===== src/rtl/pwl_pkg.sv =====
package pwl_pkg;

    ////////////////////////////////////////////////////////////////////////
    // Register map, byte addresses on the APB
    localparam int          ADDR_W    = 12;
    localparam logic [11:0] OFS_WAKE  = 12'h000;
    localparam logic [11:0] OFS_LV    = 12'h004;
    localparam logic [11:0] OFS_STS   = 12'h008;
    localparam logic [11:0] OFS_MASK  = 12'h00C;

    ////////////////////////////////////////////////////////////////////////
    // Wakeup register fields
    localparam int WK_FLAG_BIT = 7;
    localparam int WK_ACK_BIT  = 6;
    localparam int WK_CLKS_BIT = 5;
    localparam int WK_IE_BIT   = 4;
    localparam int WK_PER_LSB  = 0;
    localparam int WK_PER_W    = 3;

    // Low-voltage register fields
    localparam int LV_FLAG_BIT = 7;
    localparam int LV_ACK_BIT  = 6;
    localparam int LV_IE_BIT   = 5;
    localparam int LV_RE_BIT   = 4;
    localparam int LV_SE_BIT   = 3;
    localparam int LV_DE_BIT   = 2;

    // Interrupt status and mask fields
    localparam int IRQ_WAKE_BIT = 0;
    localparam int IRQ_LV_BIT   = 1;
    localparam int IRQ_W        = 2;

    ////////////////////////////////////////////////////////////////////////
    // Timing: internal oscillator tick and timer width
    localparam int SYS_CLK_NS      = 20;
    localparam int INT_TICK_NS     = 1_150_000;
    localparam int INT_TICK_CYCLES = INT_TICK_NS / SYS_CLK_NS;
    localparam int CNT_W           = 15;

    ////////////////////////////////////////////////////////////////////////
    // Control carriers and reset values
    typedef struct packed {
        logic                clk_sel;
        logic                irq_en;
        logic [WK_PER_W-1:0] period;
    } pwl_wake_ctrl_t;

    typedef struct packed {
        logic irq_en;
        logic reset_en;
        logic stop_en;
        logic detect_en;
    } pwl_lv_ctrl_t;

    localparam pwl_wake_ctrl_t   WAKE_CTRL_RST = 5'h00;
    localparam pwl_lv_ctrl_t     LV_CTRL_RST   = 4'h0;
    localparam logic [IRQ_W-1:0] IRQ_MASK_RST  = 2'h0;

endpackage : pwl_pkg


===== src/rtl/pwl_wakeup_timer.sv =====
`timescale 1ns/100ps
module pwl_wakeup_timer #(
    parameter int CNT_W = pwl_pkg::CNT_W
) (
    // Clock and reset
    input  wire logic                    clk_in,
    input  wire logic                    rst_n_in,
    // Tick enables and control
    input  wire logic                    int_tick_in,
    input  wire logic                    ext_tick_in,
    input  wire logic                    restart_in,
    input  wire pwl_pkg::pwl_wake_ctrl_t ctrl_in,
    // Timeout pulse
    output logic                         timeout_out
);

    logic [CNT_W-1:0] cnt_reg;
    logic [CNT_W-1:0] lim_m1;
    logic             tick;
    logic             off;

    // Terminal count from source and period code
    always_comb begin
        off  = ctrl_in.clk_sel && (ctrl_in.period == 3'h0);
        tick = ctrl_in.clk_sel ? ext_tick_in : int_tick_in;
        if (!ctrl_in.clk_sel) begin
            lim_m1 = CNT_W'((16'h0008 << ctrl_in.period) - 16'h0001);
        end else if (ctrl_in.period == 3'h1) begin
            lim_m1 = CNT_W'(16'h00FF);
        end else begin
            lim_m1 = CNT_W'((16'h0400 << (ctrl_in.period - 3'h2)) - 16'h0001);
        end
    end

    // Period counter, cleared on reload so a shorter period cannot overshoot
    always_ff @(posedge clk_in or negedge rst_n_in) begin
        if (!rst_n_in) begin
            cnt_reg <= '0;
        end else if (restart_in || off) begin
            cnt_reg <= '0;
        end else if (tick) begin
            cnt_reg <= (cnt_reg == lim_m1) ? '0 : cnt_reg + 1'b1;
        end
    end

    // One-cycle timeout pulse
    always_ff @(posedge clk_in or negedge rst_n_in) begin
        if (!rst_n_in) begin
            timeout_out <= 1'b0;
        end else begin
            timeout_out <= tick && !restart_in && !off && (cnt_reg == lim_m1);
        end
    end
endmodule : pwl_wakeup_timer


===== src/rtl/pwl_lowvolt.sv =====
`timescale 1ns/100ps
module pwl_lowvolt (
    // Clock and reset
    input  wire logic                  clk_in,
    input  wire logic                  rst_n_in,
    // Comparator, mode and control
    input  wire logic                  below_in,
    input  wire logic                  stop_mode_in,
    input  wire logic                  ack_in,
    input  wire pwl_pkg::pwl_lv_ctrl_t ctrl_in,
    // Flag state
    output logic                       flag_out,
    output logic                       flag_next_out,
    output logic                       active_out
);

    // Detection runs only when enabled, and in stop only if allowed
    always_comb begin
        active_out    = ctrl_in.detect_en && (!stop_mode_in || ctrl_in.stop_en);
        flag_next_out = flag_out;
        if (active_out && below_in) begin
            flag_next_out = 1'b1;
        end else if (ack_in) begin
            flag_next_out = 1'b0;
        end
    end

    // Sticky flag; a new event beats a same-cycle acknowledge
    always_ff @(posedge clk_in or negedge rst_n_in) begin
        if (!rst_n_in) begin
            flag_out <= 1'b0;
        end else begin
            flag_out <= flag_next_out;
        end
    end
endmodule : pwl_lowvolt


===== src/rtl/pwl_top.sv =====
// Functional notes
// - Wakeup flag, bit 7 read-only, sets when the timer ends its period.
// - Writing 1 to bit 6 clears the wakeup flag; bit 6 reads 0.
// - Bit 5 picks timer clock: 0 internal oscillator, 1 external clock.
// - Bit 4 enables wakeup interrupt requests.
// - Internal source: 8 to 1024 ticks of a 1.15 ms oscillator.
// - External source with period code zero disables the timer.
// - External source codes 1..7 give 256 to 32768 clock periods.
// - Period field bits 2:0, read/write, steers the timer period.
// - Low-voltage flag bit 7 sets when supply is below threshold, if enabled.
// - Writing 1 to bit 6 clears the low-voltage flag; bit reads 0.
// - Bit 5 makes a set low-voltage flag raise an interrupt request.
// - Bit 4 with detection on makes a set flag force chip reset.
// - Bit 3 keeps detection running in stop mode.
// - Bit 2 switches detection logic on; other behaviour needs it.
// - Write-once bits take only the first write after reset.
`timescale 1ns/100ps
module pwl_top #(
    parameter int INT_TICK_CYCLES = pwl_pkg::INT_TICK_CYCLES,
    parameter int CNT_W           = pwl_pkg::CNT_W
) (
    // Clock and reset
    input  wire logic                       sys_clk_in,
    input  wire logic                       nrst_in,

    // APB slave
    input  wire logic [pwl_pkg::ADDR_W-1:0] paddr_in,
    input  wire logic                       psel_in,
    input  wire logic                       penable_in,
    input  wire logic                       pwrite_in,
    input  wire logic [31:0]                pwdata_in,
    input  wire logic [3:0]                 pstrb_in,
    output logic      [31:0]                prdata_out,
    output logic                            pready_out,
    output logic                            pslverr_out,

    // Analog and clock-source pins
    input  wire logic                       ext_clk_in,
    input  wire logic                       lv_below_in,

    // Power mode from system logic
    input  wire logic                       stop_mode_in,

    // Requests and controls
    output logic                            wakeup_irq_out,
    output logic                            lowvolt_irq_out,
    output logic                            chip_reset_out,
    output logic                            lv_sense_en_out,
    output logic                            irq_out
);

    localparam int DIV_W = $clog2(INT_TICK_CYCLES + 1);

    ////////////////////////////////////////////////////////////////////////
    // Declarations
    logic                          rst_s1_reg;
    logic                          rst_n_sync;
    logic                          ext_s1_reg;
    logic                          ext_s2_reg;
    logic                          ext_s3_reg;
    logic                          lv_s1_reg;
    logic                          lv_s2_reg;
    logic [DIV_W-1:0]              div_reg;
    logic                          int_tick_reg;
    logic                          ext_tick;

    logic                          setup_ph;
    logic                          access_ok;
    logic                          mapped;
    logic                          wr_wake;
    logic                          wr_lv;
    logic                          wr_sts;
    logic                          wr_mask;
    logic [31:0]                   rdata;

    pwl_pkg::pwl_wake_ctrl_t       wake_ctrl_reg;
    pwl_pkg::pwl_wake_ctrl_t       wake_ctrl_next;
    pwl_pkg::pwl_lv_ctrl_t         lv_ctrl_reg;
    pwl_pkg::pwl_lv_ctrl_t         lv_ctrl_next;
    logic                          lv_locked_reg;
    logic                          wake_flag_reg;
    logic                          wake_flag_next;
    logic                          timeout;
    logic                          lv_ack;
    logic                          lv_flag;
    logic                          lv_flag_next;
    logic                          lv_active;

    logic [pwl_pkg::IRQ_W-1:0]     sts_reg;
    logic [pwl_pkg::IRQ_W-1:0]     sts_next;
    logic [pwl_pkg::IRQ_W-1:0]     mask_reg;
    logic [pwl_pkg::IRQ_W-1:0]     evt;

    ////////////////////////////////////////////////////////////////////////
    // Reset release through two flops
    always_ff @(posedge sys_clk_in or negedge nrst_in) begin
        if (!nrst_in) begin
            rst_s1_reg <= 1'b0;
            rst_n_sync <= 1'b0;
        end else begin
            rst_s1_reg <= 1'b1;
            rst_n_sync <= rst_s1_reg;
        end
    end

    ////////////////////////////////////////////////////////////////////////
    // Pin synchronisers; third flop only for edge detect
    always_ff @(posedge sys_clk_in or negedge rst_n_sync) begin
        if (!rst_n_sync) begin
            ext_s1_reg <= 1'b0;
            ext_s2_reg <= 1'b0;
            ext_s3_reg <= 1'b0;
            lv_s1_reg  <= 1'b0;
            lv_s2_reg  <= 1'b0;
        end else begin
            ext_s1_reg <= ext_clk_in;
            ext_s2_reg <= ext_s1_reg;
            ext_s3_reg <= ext_s2_reg;
            lv_s1_reg  <= lv_below_in;
            lv_s2_reg  <= lv_s1_reg;
        end
    end

    // External clock must stay well below sys_clk/2 to be counted
    assign ext_tick = ext_s2_reg && !ext_s3_reg;

    ////////////////////////////////////////////////////////////////////////
    // Internal oscillator stand-in: free divider, never reloaded by software
    always_ff @(posedge sys_clk_in or negedge rst_n_sync) begin
        if (!rst_n_sync) begin
            div_reg      <= '0;
            int_tick_reg <= 1'b0;
        end else if (div_reg == DIV_W'(INT_TICK_CYCLES - 1)) begin
            div_reg      <= '0;
            int_tick_reg <= 1'b1;
        end else begin
            div_reg      <= div_reg + 1'b1;
            int_tick_reg <= 1'b0;
        end
    end

    ////////////////////////////////////////////////////////////////////////
    // APB decode; zero-wait access, writes land at the access edge
    always_comb begin
        setup_ph  = psel_in && !penable_in;
        access_ok = psel_in && penable_in && pready_out && !pslverr_out;
        mapped    = (paddr_in == pwl_pkg::OFS_WAKE) || (paddr_in == pwl_pkg::OFS_LV) ||
                    (paddr_in == pwl_pkg::OFS_STS) || (paddr_in == pwl_pkg::OFS_MASK);
        wr_wake   = access_ok && pwrite_in && pstrb_in[0] && (paddr_in == pwl_pkg::OFS_WAKE);
        wr_lv     = access_ok && pwrite_in && pstrb_in[0] && (paddr_in == pwl_pkg::OFS_LV);
        wr_sts    = access_ok && pwrite_in && pstrb_in[0] && (paddr_in == pwl_pkg::OFS_STS);
        wr_mask   = access_ok && pwrite_in && pstrb_in[0] && (paddr_in == pwl_pkg::OFS_MASK);
    end

    // Read mux; acknowledge bits and unused bits read zero
    always_comb begin
        rdata = 32'h0000_0000;
        unique case (paddr_in)
            pwl_pkg::OFS_WAKE: begin
                rdata[pwl_pkg::WK_FLAG_BIT] = wake_flag_reg;
                rdata[pwl_pkg::WK_CLKS_BIT] = wake_ctrl_reg.clk_sel;
                rdata[pwl_pkg::WK_IE_BIT]   = wake_ctrl_reg.irq_en;
                rdata[pwl_pkg::WK_PER_LSB +: pwl_pkg::WK_PER_W] = wake_ctrl_reg.period;
            end
            pwl_pkg::OFS_LV: begin
                rdata[pwl_pkg::LV_FLAG_BIT] = lv_flag;
                rdata[pwl_pkg::LV_IE_BIT]   = lv_ctrl_reg.irq_en;
                rdata[pwl_pkg::LV_RE_BIT]   = lv_ctrl_reg.reset_en;
                rdata[pwl_pkg::LV_SE_BIT]   = lv_ctrl_reg.stop_en;
                rdata[pwl_pkg::LV_DE_BIT]   = lv_ctrl_reg.detect_en;
            end
            pwl_pkg::OFS_STS: begin
                rdata[pwl_pkg::IRQ_W-1:0] = sts_reg;
            end
            pwl_pkg::OFS_MASK: begin
                rdata[pwl_pkg::IRQ_W-1:0] = mask_reg;
            end
            default: begin
                rdata = 32'h0000_0000;
            end
        endcase
    end

    // Answer registers, loaded in the setup cycle
    always_ff @(posedge sys_clk_in or negedge rst_n_sync) begin
        if (!rst_n_sync) begin
            pready_out  <= 1'b0;
            pslverr_out <= 1'b0;
            prdata_out  <= 32'h0000_0000;
        end else begin
            pready_out  <= setup_ph;
            pslverr_out <= setup_ph && !mapped;
            prdata_out  <= (setup_ph && !pwrite_in) ? rdata : 32'h0000_0000;
        end
    end

    ////////////////////////////////////////////////////////////////////////
    // Wakeup control and flag next values
    always_comb begin
        wake_ctrl_next = wake_ctrl_reg;
        if (wr_wake) begin
            wake_ctrl_next.clk_sel = pwdata_in[pwl_pkg::WK_CLKS_BIT];
            wake_ctrl_next.irq_en  = pwdata_in[pwl_pkg::WK_IE_BIT];
            wake_ctrl_next.period  = pwdata_in[pwl_pkg::WK_PER_LSB +: pwl_pkg::WK_PER_W];
        end
        wake_flag_next = wake_flag_reg;
        if (timeout) begin
            wake_flag_next = 1'b1;
        end else if (wr_wake && pwdata_in[pwl_pkg::WK_ACK_BIT]) begin
            wake_flag_next = 1'b0;
        end
    end

    always_ff @(posedge sys_clk_in or negedge rst_n_sync) begin
        if (!rst_n_sync) begin
            wake_ctrl_reg <= pwl_pkg::WAKE_CTRL_RST;
            wake_flag_reg <= 1'b0;
        end else begin
            wake_ctrl_reg <= wake_ctrl_next;
            wake_flag_reg <= wake_flag_next;
        end
    end

    // Timer sees the stored control; a write reloads it
    pwl_wakeup_timer #(
        .CNT_W       (CNT_W)
    ) u_timer (
        .clk_in      (sys_clk_in),
        .rst_n_in    (rst_n_sync),
        .int_tick_in (int_tick_reg),
        .ext_tick_in (ext_tick),
        .restart_in  (wr_wake),
        .ctrl_in     (wake_ctrl_reg),
        .timeout_out (timeout)
    );

    ////////////////////////////////////////////////////////////////////////
    // Low-voltage control; reset, stop and detect enables are write-once
    always_comb begin
        lv_ctrl_next = lv_ctrl_reg;
        if (wr_lv) begin
            lv_ctrl_next.irq_en = pwdata_in[pwl_pkg::LV_IE_BIT];
            if (!lv_locked_reg) begin
                lv_ctrl_next.reset_en  = pwdata_in[pwl_pkg::LV_RE_BIT];
                lv_ctrl_next.stop_en   = pwdata_in[pwl_pkg::LV_SE_BIT];
                lv_ctrl_next.detect_en = pwdata_in[pwl_pkg::LV_DE_BIT];
            end
        end
    end

    always_ff @(posedge sys_clk_in or negedge rst_n_sync) begin
        if (!rst_n_sync) begin
            lv_ctrl_reg   <= pwl_pkg::LV_CTRL_RST;
            lv_locked_reg <= 1'b0;
        end else begin
            lv_ctrl_reg   <= lv_ctrl_next;
            lv_locked_reg <= lv_locked_reg || wr_lv;
        end
    end

    assign lv_ack = wr_lv && pwdata_in[pwl_pkg::LV_ACK_BIT];

    pwl_lowvolt u_lowvolt (
        .clk_in        (sys_clk_in),
        .rst_n_in      (rst_n_sync),
        .below_in      (lv_s2_reg),
        .stop_mode_in  (stop_mode_in),
        .ack_in        (lv_ack),
        .ctrl_in       (lv_ctrl_reg),
        .flag_out      (lv_flag),
        .flag_next_out (lv_flag_next),
        .active_out    (lv_active)
    );

    ////////////////////////////////////////////////////////////////////////
    // Request outputs from next values, so they track the flags exactly
    always_ff @(posedge sys_clk_in or negedge rst_n_sync) begin
        if (!rst_n_sync) begin
            wakeup_irq_out  <= 1'b0;
            lowvolt_irq_out <= 1'b0;
            chip_reset_out  <= 1'b0;
            lv_sense_en_out <= 1'b0;
        end else begin
            wakeup_irq_out  <= wake_flag_next && wake_ctrl_next.irq_en;
            lowvolt_irq_out <= lv_flag_next && lv_ctrl_next.irq_en;
            chip_reset_out  <= lv_flag_next && lv_ctrl_next.reset_en &&
                               lv_ctrl_next.detect_en;
            lv_sense_en_out <= lv_active;
        end
    end

    ////////////////////////////////////////////////////////////////////////
    // Sticky interrupt status, write one to clear; set wins
    assign evt[pwl_pkg::IRQ_WAKE_BIT] = timeout;
    assign evt[pwl_pkg::IRQ_LV_BIT]   = lv_flag_next && !lv_flag;

    always_comb begin
        sts_next = sts_reg;
        if (wr_sts) begin
            sts_next = sts_reg & ~pwdata_in[pwl_pkg::IRQ_W-1:0];
        end
        sts_next = sts_next | evt;
    end

    always_ff @(posedge sys_clk_in or negedge rst_n_sync) begin
        if (!rst_n_sync) begin
            sts_reg  <= '0;
            mask_reg <= pwl_pkg::IRQ_MASK_RST;
            irq_out  <= 1'b0;
        end else begin
            sts_reg  <= sts_next;
            mask_reg <= wr_mask ? pwdata_in[pwl_pkg::IRQ_W-1:0] : mask_reg;
            irq_out  <= |(sts_next & (wr_mask ? pwdata_in[pwl_pkg::IRQ_W-1:0] : mask_reg));
        end
    end
endmodule : pwl_top


===== config.mk =====
export PLATFORM = sky130hd
export DESIGN_NAME = pwl_top
export DESIGN_NICKNAME = d
export VERILOG_FILES = /design/src/rtl/pwl_pkg.sv /design/src/rtl/pwl_wakeup_timer.sv /design/src/rtl/pwl_lowvolt.sv /design/src/rtl/pwl_top.sv
export SDC_FILE = /design/constraint.sdc
export NUM_CORES = 1
export LEC_CHECK = 0
export BUFFER_PORTS_ARGS = -buffer_cell sky130_fd_sc_hd__buf_2
export CAP_MARGIN = 20
export CORE_ASPECT_RATIO = 0.8
export CORE_MARGIN = 4
export CORE_UTILIZATION = 54
export DETAILED_ROUTE_END_ITERATION = 10
export PLACE_DENSITY = 0.88
export SKIP_CTS_REPAIR_TIMING = 1
export SLEW_MARGIN = 10
export SYNTH_ARGS = -nofsm -noshare
export SYNTH_HDL_FRONTEND = slang
export SYNTH_SLANG_ARGS = --single-unit

===== constraint.sdc =====
create_clock -name sys_clk_in -period 2.5 [get_ports sys_clk_in]
set_clock_uncertainty 0.15 [all_clocks]
set_input_delay 0.5 -clock sys_clk_in [delete_from_list [all_inputs] [get_ports sys_clk_in]]
set_output_delay 0.5 -clock sys_clk_in [all_outputs]
set_load 0.005 [all_outputs]

## After elaboration in Yosys (flattened, before gate mapping)

Index checks and enable logic that the tools add are counted.

| operators by class | value |
|---|---|
| equality and inequality tests | 6 |
| bitwise gates (word level) | 5 |
| add/sub/neg operators | 5 |
| reductions and logical operators | 46 |
| mux-type cells | 23 |
| shifts and indexed selects | 2 |

Operator list:

| kind | count |
|---|---|
| 15-bit two-way mux | 5 |
| 15-bit by 1-bit subtractor with 15-bit output (second input constant) | 2 |
| 1-bit logical AND | 26 |
| 12-bit by 4-bit equality test with 1-bit output (second input constant) | 2 |
| 16-bit by 1-bit adder with 16-bit output (second input constant) | 1 |
| 16-bit equality test (second input constant) | 1 |
| 16-bit two-way mux | 1 |
| 15-bit by 1-bit adder with 15-bit output (second input constant) | 1 |
| 15-bit equality test | 1 |
| 11-bit by 3-bit << shifter with 15-bit output (first input constant) | 1 |
| 4-bit by 3-bit << shifter with 15-bit output (first input constant) | 1 |
| 12-bit by 3-bit equality test with 1-bit output (second input constant) | 1 |
| 12-bit zero test | 1 |
| 1-bit zero test | 9 |
| 4-bit two-way mux | 2 |
| 8-bit two-way mux | 1 |
| 1-bit two-way mux | 7 |
| 1-bit logical OR | 6 |
| 2-bit one-hot mux with 3 select lines | 1 |
| 2-bit bitwise AND | 2 |
| 2-bit two-way mux | 2 |
| 1-bit one-hot mux with 2 select lines | 2 |
| 2-bit one-hot mux with 2 select lines | 1 |
| 3-bit by 1-bit equality test with 1-bit output (second input constant) | 1 |
| 9 further kinds | 9 |

| word-level totals | value |
|---|---|
| bits of input ports | 56 |
| output and inout bits | 39 |
| register bits | 71 |

## Depth between registers and ports, before layout

| depth | value |
|---|---|
| word-level depth | 13 |
| mapped depth | 12 |
| depth with buffers taken out | 10 |

## By module

A second synthesis with hierarchy kept.

| second synthesis, totals | value |
|---|---|
| cell total of the unflattened synthesis | 389 |
| area total of the unflattened synthesis | 3982.6 µm² |

Modules (own cells, without submodules):

| module | area each (µm²) | cells each | sequential area each (µm²) | instances |
|---|---|---|---|---|
| pwl_top | 2397.3 | 195 | 1326.3 | 1 |
| pwl_wakeup_timer | 1517.7 | 188 | 400.4 | 1 |
| pwl_lowvolt | 67.6 | 6 | 25.0 | 1 |

## Worst setup path after synthesis

OpenSTA, ideal clock, no wires.

| timing path | value |
|---|---|
| kind | reg2reg |
| from | register wake_ctrl_reg[1] (netlist bit) |
| to | register u_timer.cnt_reg[12] |
| period minus slack after synthesis | 3157 ps |
| buffers on the path | 2 |
| arrival | 2881 ps |
| stages on the path, launching flop included | 12 |
| setup time | 126 ps |
| setup slack | -657 ps |
| cells stage by stage | dfrtp_1 -> buf_2 -> buf_2 -> or3_1 -> ha_1 -> a31o_1 -> a221oi_1 -> o21ai_1 -> xor2_1 -> nor4_2 -> a2111oi_0 -> a221o_1 |

| between the ends | value |
|---|---|
| word-level cells in the longest chain between the ends | 9 |

RTL lines:

| what | RTL line | text |
|---|---|---|
| start: declaration | pwl_top.sv:76 | `pwl_pkg::pwl_wake_ctrl_t wake_ctrl_reg;` |
| start signal: assignment | pwl_top.sv:216 | `wake_ctrl_reg <= pwl_pkg::WAKE_CTRL_RST;` |
| start signal: assignment | pwl_top.sv:219 | `wake_ctrl_reg <= wake_ctrl_next;` |
| 3-bit by 2-bit subtractor with 3-bit output | pwl_wakeup_timer.sv:31 | `lim_m1 = CNT_W'((16'h0400 << (ctrl_in.period - 3'h2)) - 16'h0001);` |
| 11-bit by 3-bit << shifter with 15-bit output | pwl_wakeup_timer.sv:31 |  |
| 15-bit by 1-bit subtractor with 15-bit output | pwl_wakeup_timer.sv:31 |  |
| 15-bit two-way mux | pwl_wakeup_timer.sv:28 | `end else if (ctrl_in.period == 3'h1) begin` |
| 15-bit two-way mux | pwl_wakeup_timer.sv:26 | `if (!ctrl_in.clk_sel) begin` |
| 15-bit equality test | pwl_wakeup_timer.sv:42 | `cnt_reg <= (cnt_reg == lim_m1) ? '0 : cnt_reg + 1'b1;` |
| 15-bit two-way mux | pwl_wakeup_timer.sv:42 |  |
| 15-bit two-way mux | pwl_wakeup_timer.sv:41 | `end else if (tick) begin` |
| 15-bit two-way mux | pwl_wakeup_timer.sv:39 | `end else if (restart_in \|\| off) begin` |
| end signal: assignment | pwl_wakeup_timer.sv:42 |  |
| end: declaration | pwl_wakeup_timer.sv:17 | `logic [CNT_W-1:0] cnt_reg;` |

Several ways; a longest one is shown, not always the timed one. The select of a mux whose other input is x is not followed.
A chain may end at the register's enable or synchronous reset.

## Worst setup path after layout

| timing path | value |
|---|---|
| from | register wake_ctrl_reg[0] (netlist bit) |
| to | register u_timer.cnt_reg[4] |

The elaborated chain is that of the path after synthesis.

==> out/summary.md <==
Areal power density over the cells: 482 nW/um^2. For this run, the slowest stage of the critical path takes 0.45 ns. The proportion of synthesized chip area in sequential cells was 45.2%; the worst-case vdd ir drop was 459 uV. Detailed placement ended at an HPWL of 6770 um. Subtracting the final worst setup slack from the clock period gives 3.13 ns.

The critical path in this run is classified as reg2reg. The number of antenna diodes in the final layout is 0. The category of the worst setup path capture point is a flop.

The share of synthesized registers carrying an async set or reset works out to 100%. The register clock-pin slew on the reported worst setup and hold paths came out at 0.08 ns. The final reports fail on negative setup slack.

Flip-flop cell with the highest count after synthesis: dfrtp_1. The growth of design area from synthesis to finish was 26.8%; the weighted congestion reported at the end of routability-driven placement was 0.881. After detailed routing, the number of remaining DRC violations is 0. Pin placement for this block handled 95 I/O pins.

STA puts the critical path data required time at 2.58 ns. Measured against its own limit, the worst slew margin works out to 65.8%. Including well taps, the total number of placed cells is 537. The count of buffers added on input and output ports is 41.

The final hold violation count is 0, and the site row count is 27. The core area was 6930 um^2. The buffer cell driving the clock tree root was clkbuf_8. Number of antenna violations at the first check in global routing: 0. The library cells used most frequently in the layout, excluding fill and tap cells, are dfrtp_1, buf_4, buf_2. The cell area that synthesis handed to floorplanning was 3880 um^2.

Most common cell after layout, fill and taps aside: dfrtp_1. The die covers 8610 um^2. TritonCTS created 9 clock buffers. The worst min-delay path category is reg2async. The initial utilization of the core area, before any placement, comes to 56.0%. The floorplan step set the die width to 103 um. The worst setup path is launched from a flop. Yosys printed 0 warnings. Summing all multi-input logic gate instances after layout gives 2110 um^2. Library cell contributing the largest single delay on the critical path: nor4b_4. The register with the most flip-flops in the layout has 16 of them. After the first detailed-routing iteration, the DRC count stood at 280. The run gives 2 as the worst-case clock buffer depth. The logs give 0 for the number of max-cap violations and 70 for the number of clock sinks seen by CTS. Setup repair after global routing could not meet its margin everywhere. The die boundary height was 83.8 um; the number of H-tree branching levels was 3. The count of mapped cells out of synthesis is 385, and the via density per instance is 5.91.

The post-synthesis sequential element count is 70, and the largest net degree at the start of global routing is 52. In this run, distinct cell masters in the synthesized netlist total 59. The clock latency reported for the late side of the worst-skew pair is 0.35 ns, and the count of flip-flops with a built-in enable after synthesis is 0.

For the final number of max-transition violations, the log shows 0. The most numerous cell on the critical path was a221o_1. Traced cell by cell, the critical path runs through buf_6, or3_4, ha_4, a221o_1, a2bb2oi_1, nand3_2, nor4b_4, a21oi_4, a221o_1.

The count of final setup violators is 14. The logs give 3338 for the total vias in the final route and 2.30 nW for the static power due to leakage. The tools report the area occupied by registers as 1750 um^2. In the final timing run, aggregate negative setup slack is -8.16 ns. Prior to clock tree synthesis, the placed netlist has a worst setup slack of -0.627 ns. The detail route stage leaves a number of antenna-violating nets equal to 0. A synthesized cell averages 10.1 um^2.

The run finished, with violations left. The tools report the number of nets in the finished design as 533. TritonCTS built the clock tree.

After the flow finishes, the layout carries non-filler instances totaling 565. The final cycle utilization of the critical path was 125%. At the pin with the least slew margin, the transition time is 0.508 ns. The logs give 23.3% for the total global-route track usage and 9920 um for the total wire length.

The tools report the timing startpoint of the critical path as wake_ctrl_reg[0]. The run gives 2.37 mW as the total power. The share of final-layout standard cells stronger than drive strength 1 was 34.1%; the wire length of the first global-routing pass was 15600 um. For this run the aggregate overflow at the end of global routing stands at 0. The logs give 3251 for the via count of the first global-routing pass and -0.629 ns for the setup slack of the critical path after layout. Timing would allow up to 320 MHz. Data arrives at the worst endpoint at 3.21 ns. The biggest fanout along the worst timing path is 7, and the per-cell routed wire length is 17.6 um. For the layout filler cell count, the log shows 444.

In this run the critical register-to-register path is launched from wake_ctrl_reg[0]. Across all hold checks on the routed design, the worst slack comes to 0.0571 ns. The first-pass iteration count of the detailed router came out at 5.
## area by class of cell
type                    instances  area share, %
clock buffers                   9           2.52
flip-flops and latches         70           35.7
inverters                      11          0.840
multi-input cells             288           42.9
clock inverters                 7           2.60
repair buffers                 93           13.2
well taps                      87           2.21
## report_power, final
group	switching (mW)	internal [mW]	total (mW)	leakage (nW)
combinational	0.0492	0.0281	0.0774	1.23
clock	0.466	0.678	1.14	0.126
sequential	0.00833	1.14	1.15	0.939
total	0.523	1.84	2.37	2.30
## Yosys cell counts, types with 7 or more instances
library cell  instances  area, um^2
xor2_1               11        96.3
xnor2_1              10        87.6
o21ai_0              12        60.1
buf_2                 9        45.0
buf_4                26         195
nor2_1               35         131
mux2_2               12         135
dfrtp_1              70        1750
inv_1                10        37.5
a21oi_1               8        40.0
a221o_1               7        70.1
nand2_1              32         120
nand2b_1              7        43.8
nand3_1              20         100
## through the flow
step,utilization [%],instance area [um^2]
global placement,64.0,4430
finish,71.0,4910
detailed placement,64.0,4430
floorplan,-,4070
global route,71.0,4910
CTS,67.7,4690
## routing by layer
layer | track usage [%] | up-vias | share of wire (%)
met3 | 7.02 | 23 | 7.6
met5 | 0 | - | 0
li1 | - | 1510 | -
met2 | 37.3 | 173 | 51
met1 | 30.3 | 1632 | 40
met4 | 6.67 | 0 | 1.6
## final timing paths
kind                                 endpoint  slack (ns)  depth (start not counted)
max                        u_timer.cnt_reg[4]       -0.63                          9
min                            lv_ctrl_reg[0]        0.06                          0
max reg2reg                u_timer.cnt_reg[4]       -0.63                          9
min reg2reg                    lv_ctrl_reg[0]        0.06                          0
max in group asynchronous    wake_ctrl_reg[0]        1.53                          1
min in group sys_clk_in             lv_s1_reg        0.10                          1
## cell families after synthesis
family	share of synthesized area, %
simple gates	21.8
xor+xnor	4.74
other cells	0.194
mux	5.07
buf+inv	7.75
flops	45.2
compound gates	14.0
fa+ha+maj	1.29
## critical path: cells and delay by family, from the launching register on
family	cells	cell delay, ns
adders and majority gates	1	0.25
and+or+nand+nor	3	0.99
AOI/OAI and AO/OA	4	1.05
DFF	1	0.43
buffers and inverters	1	0.15
(Power assumes the default switching activity.)
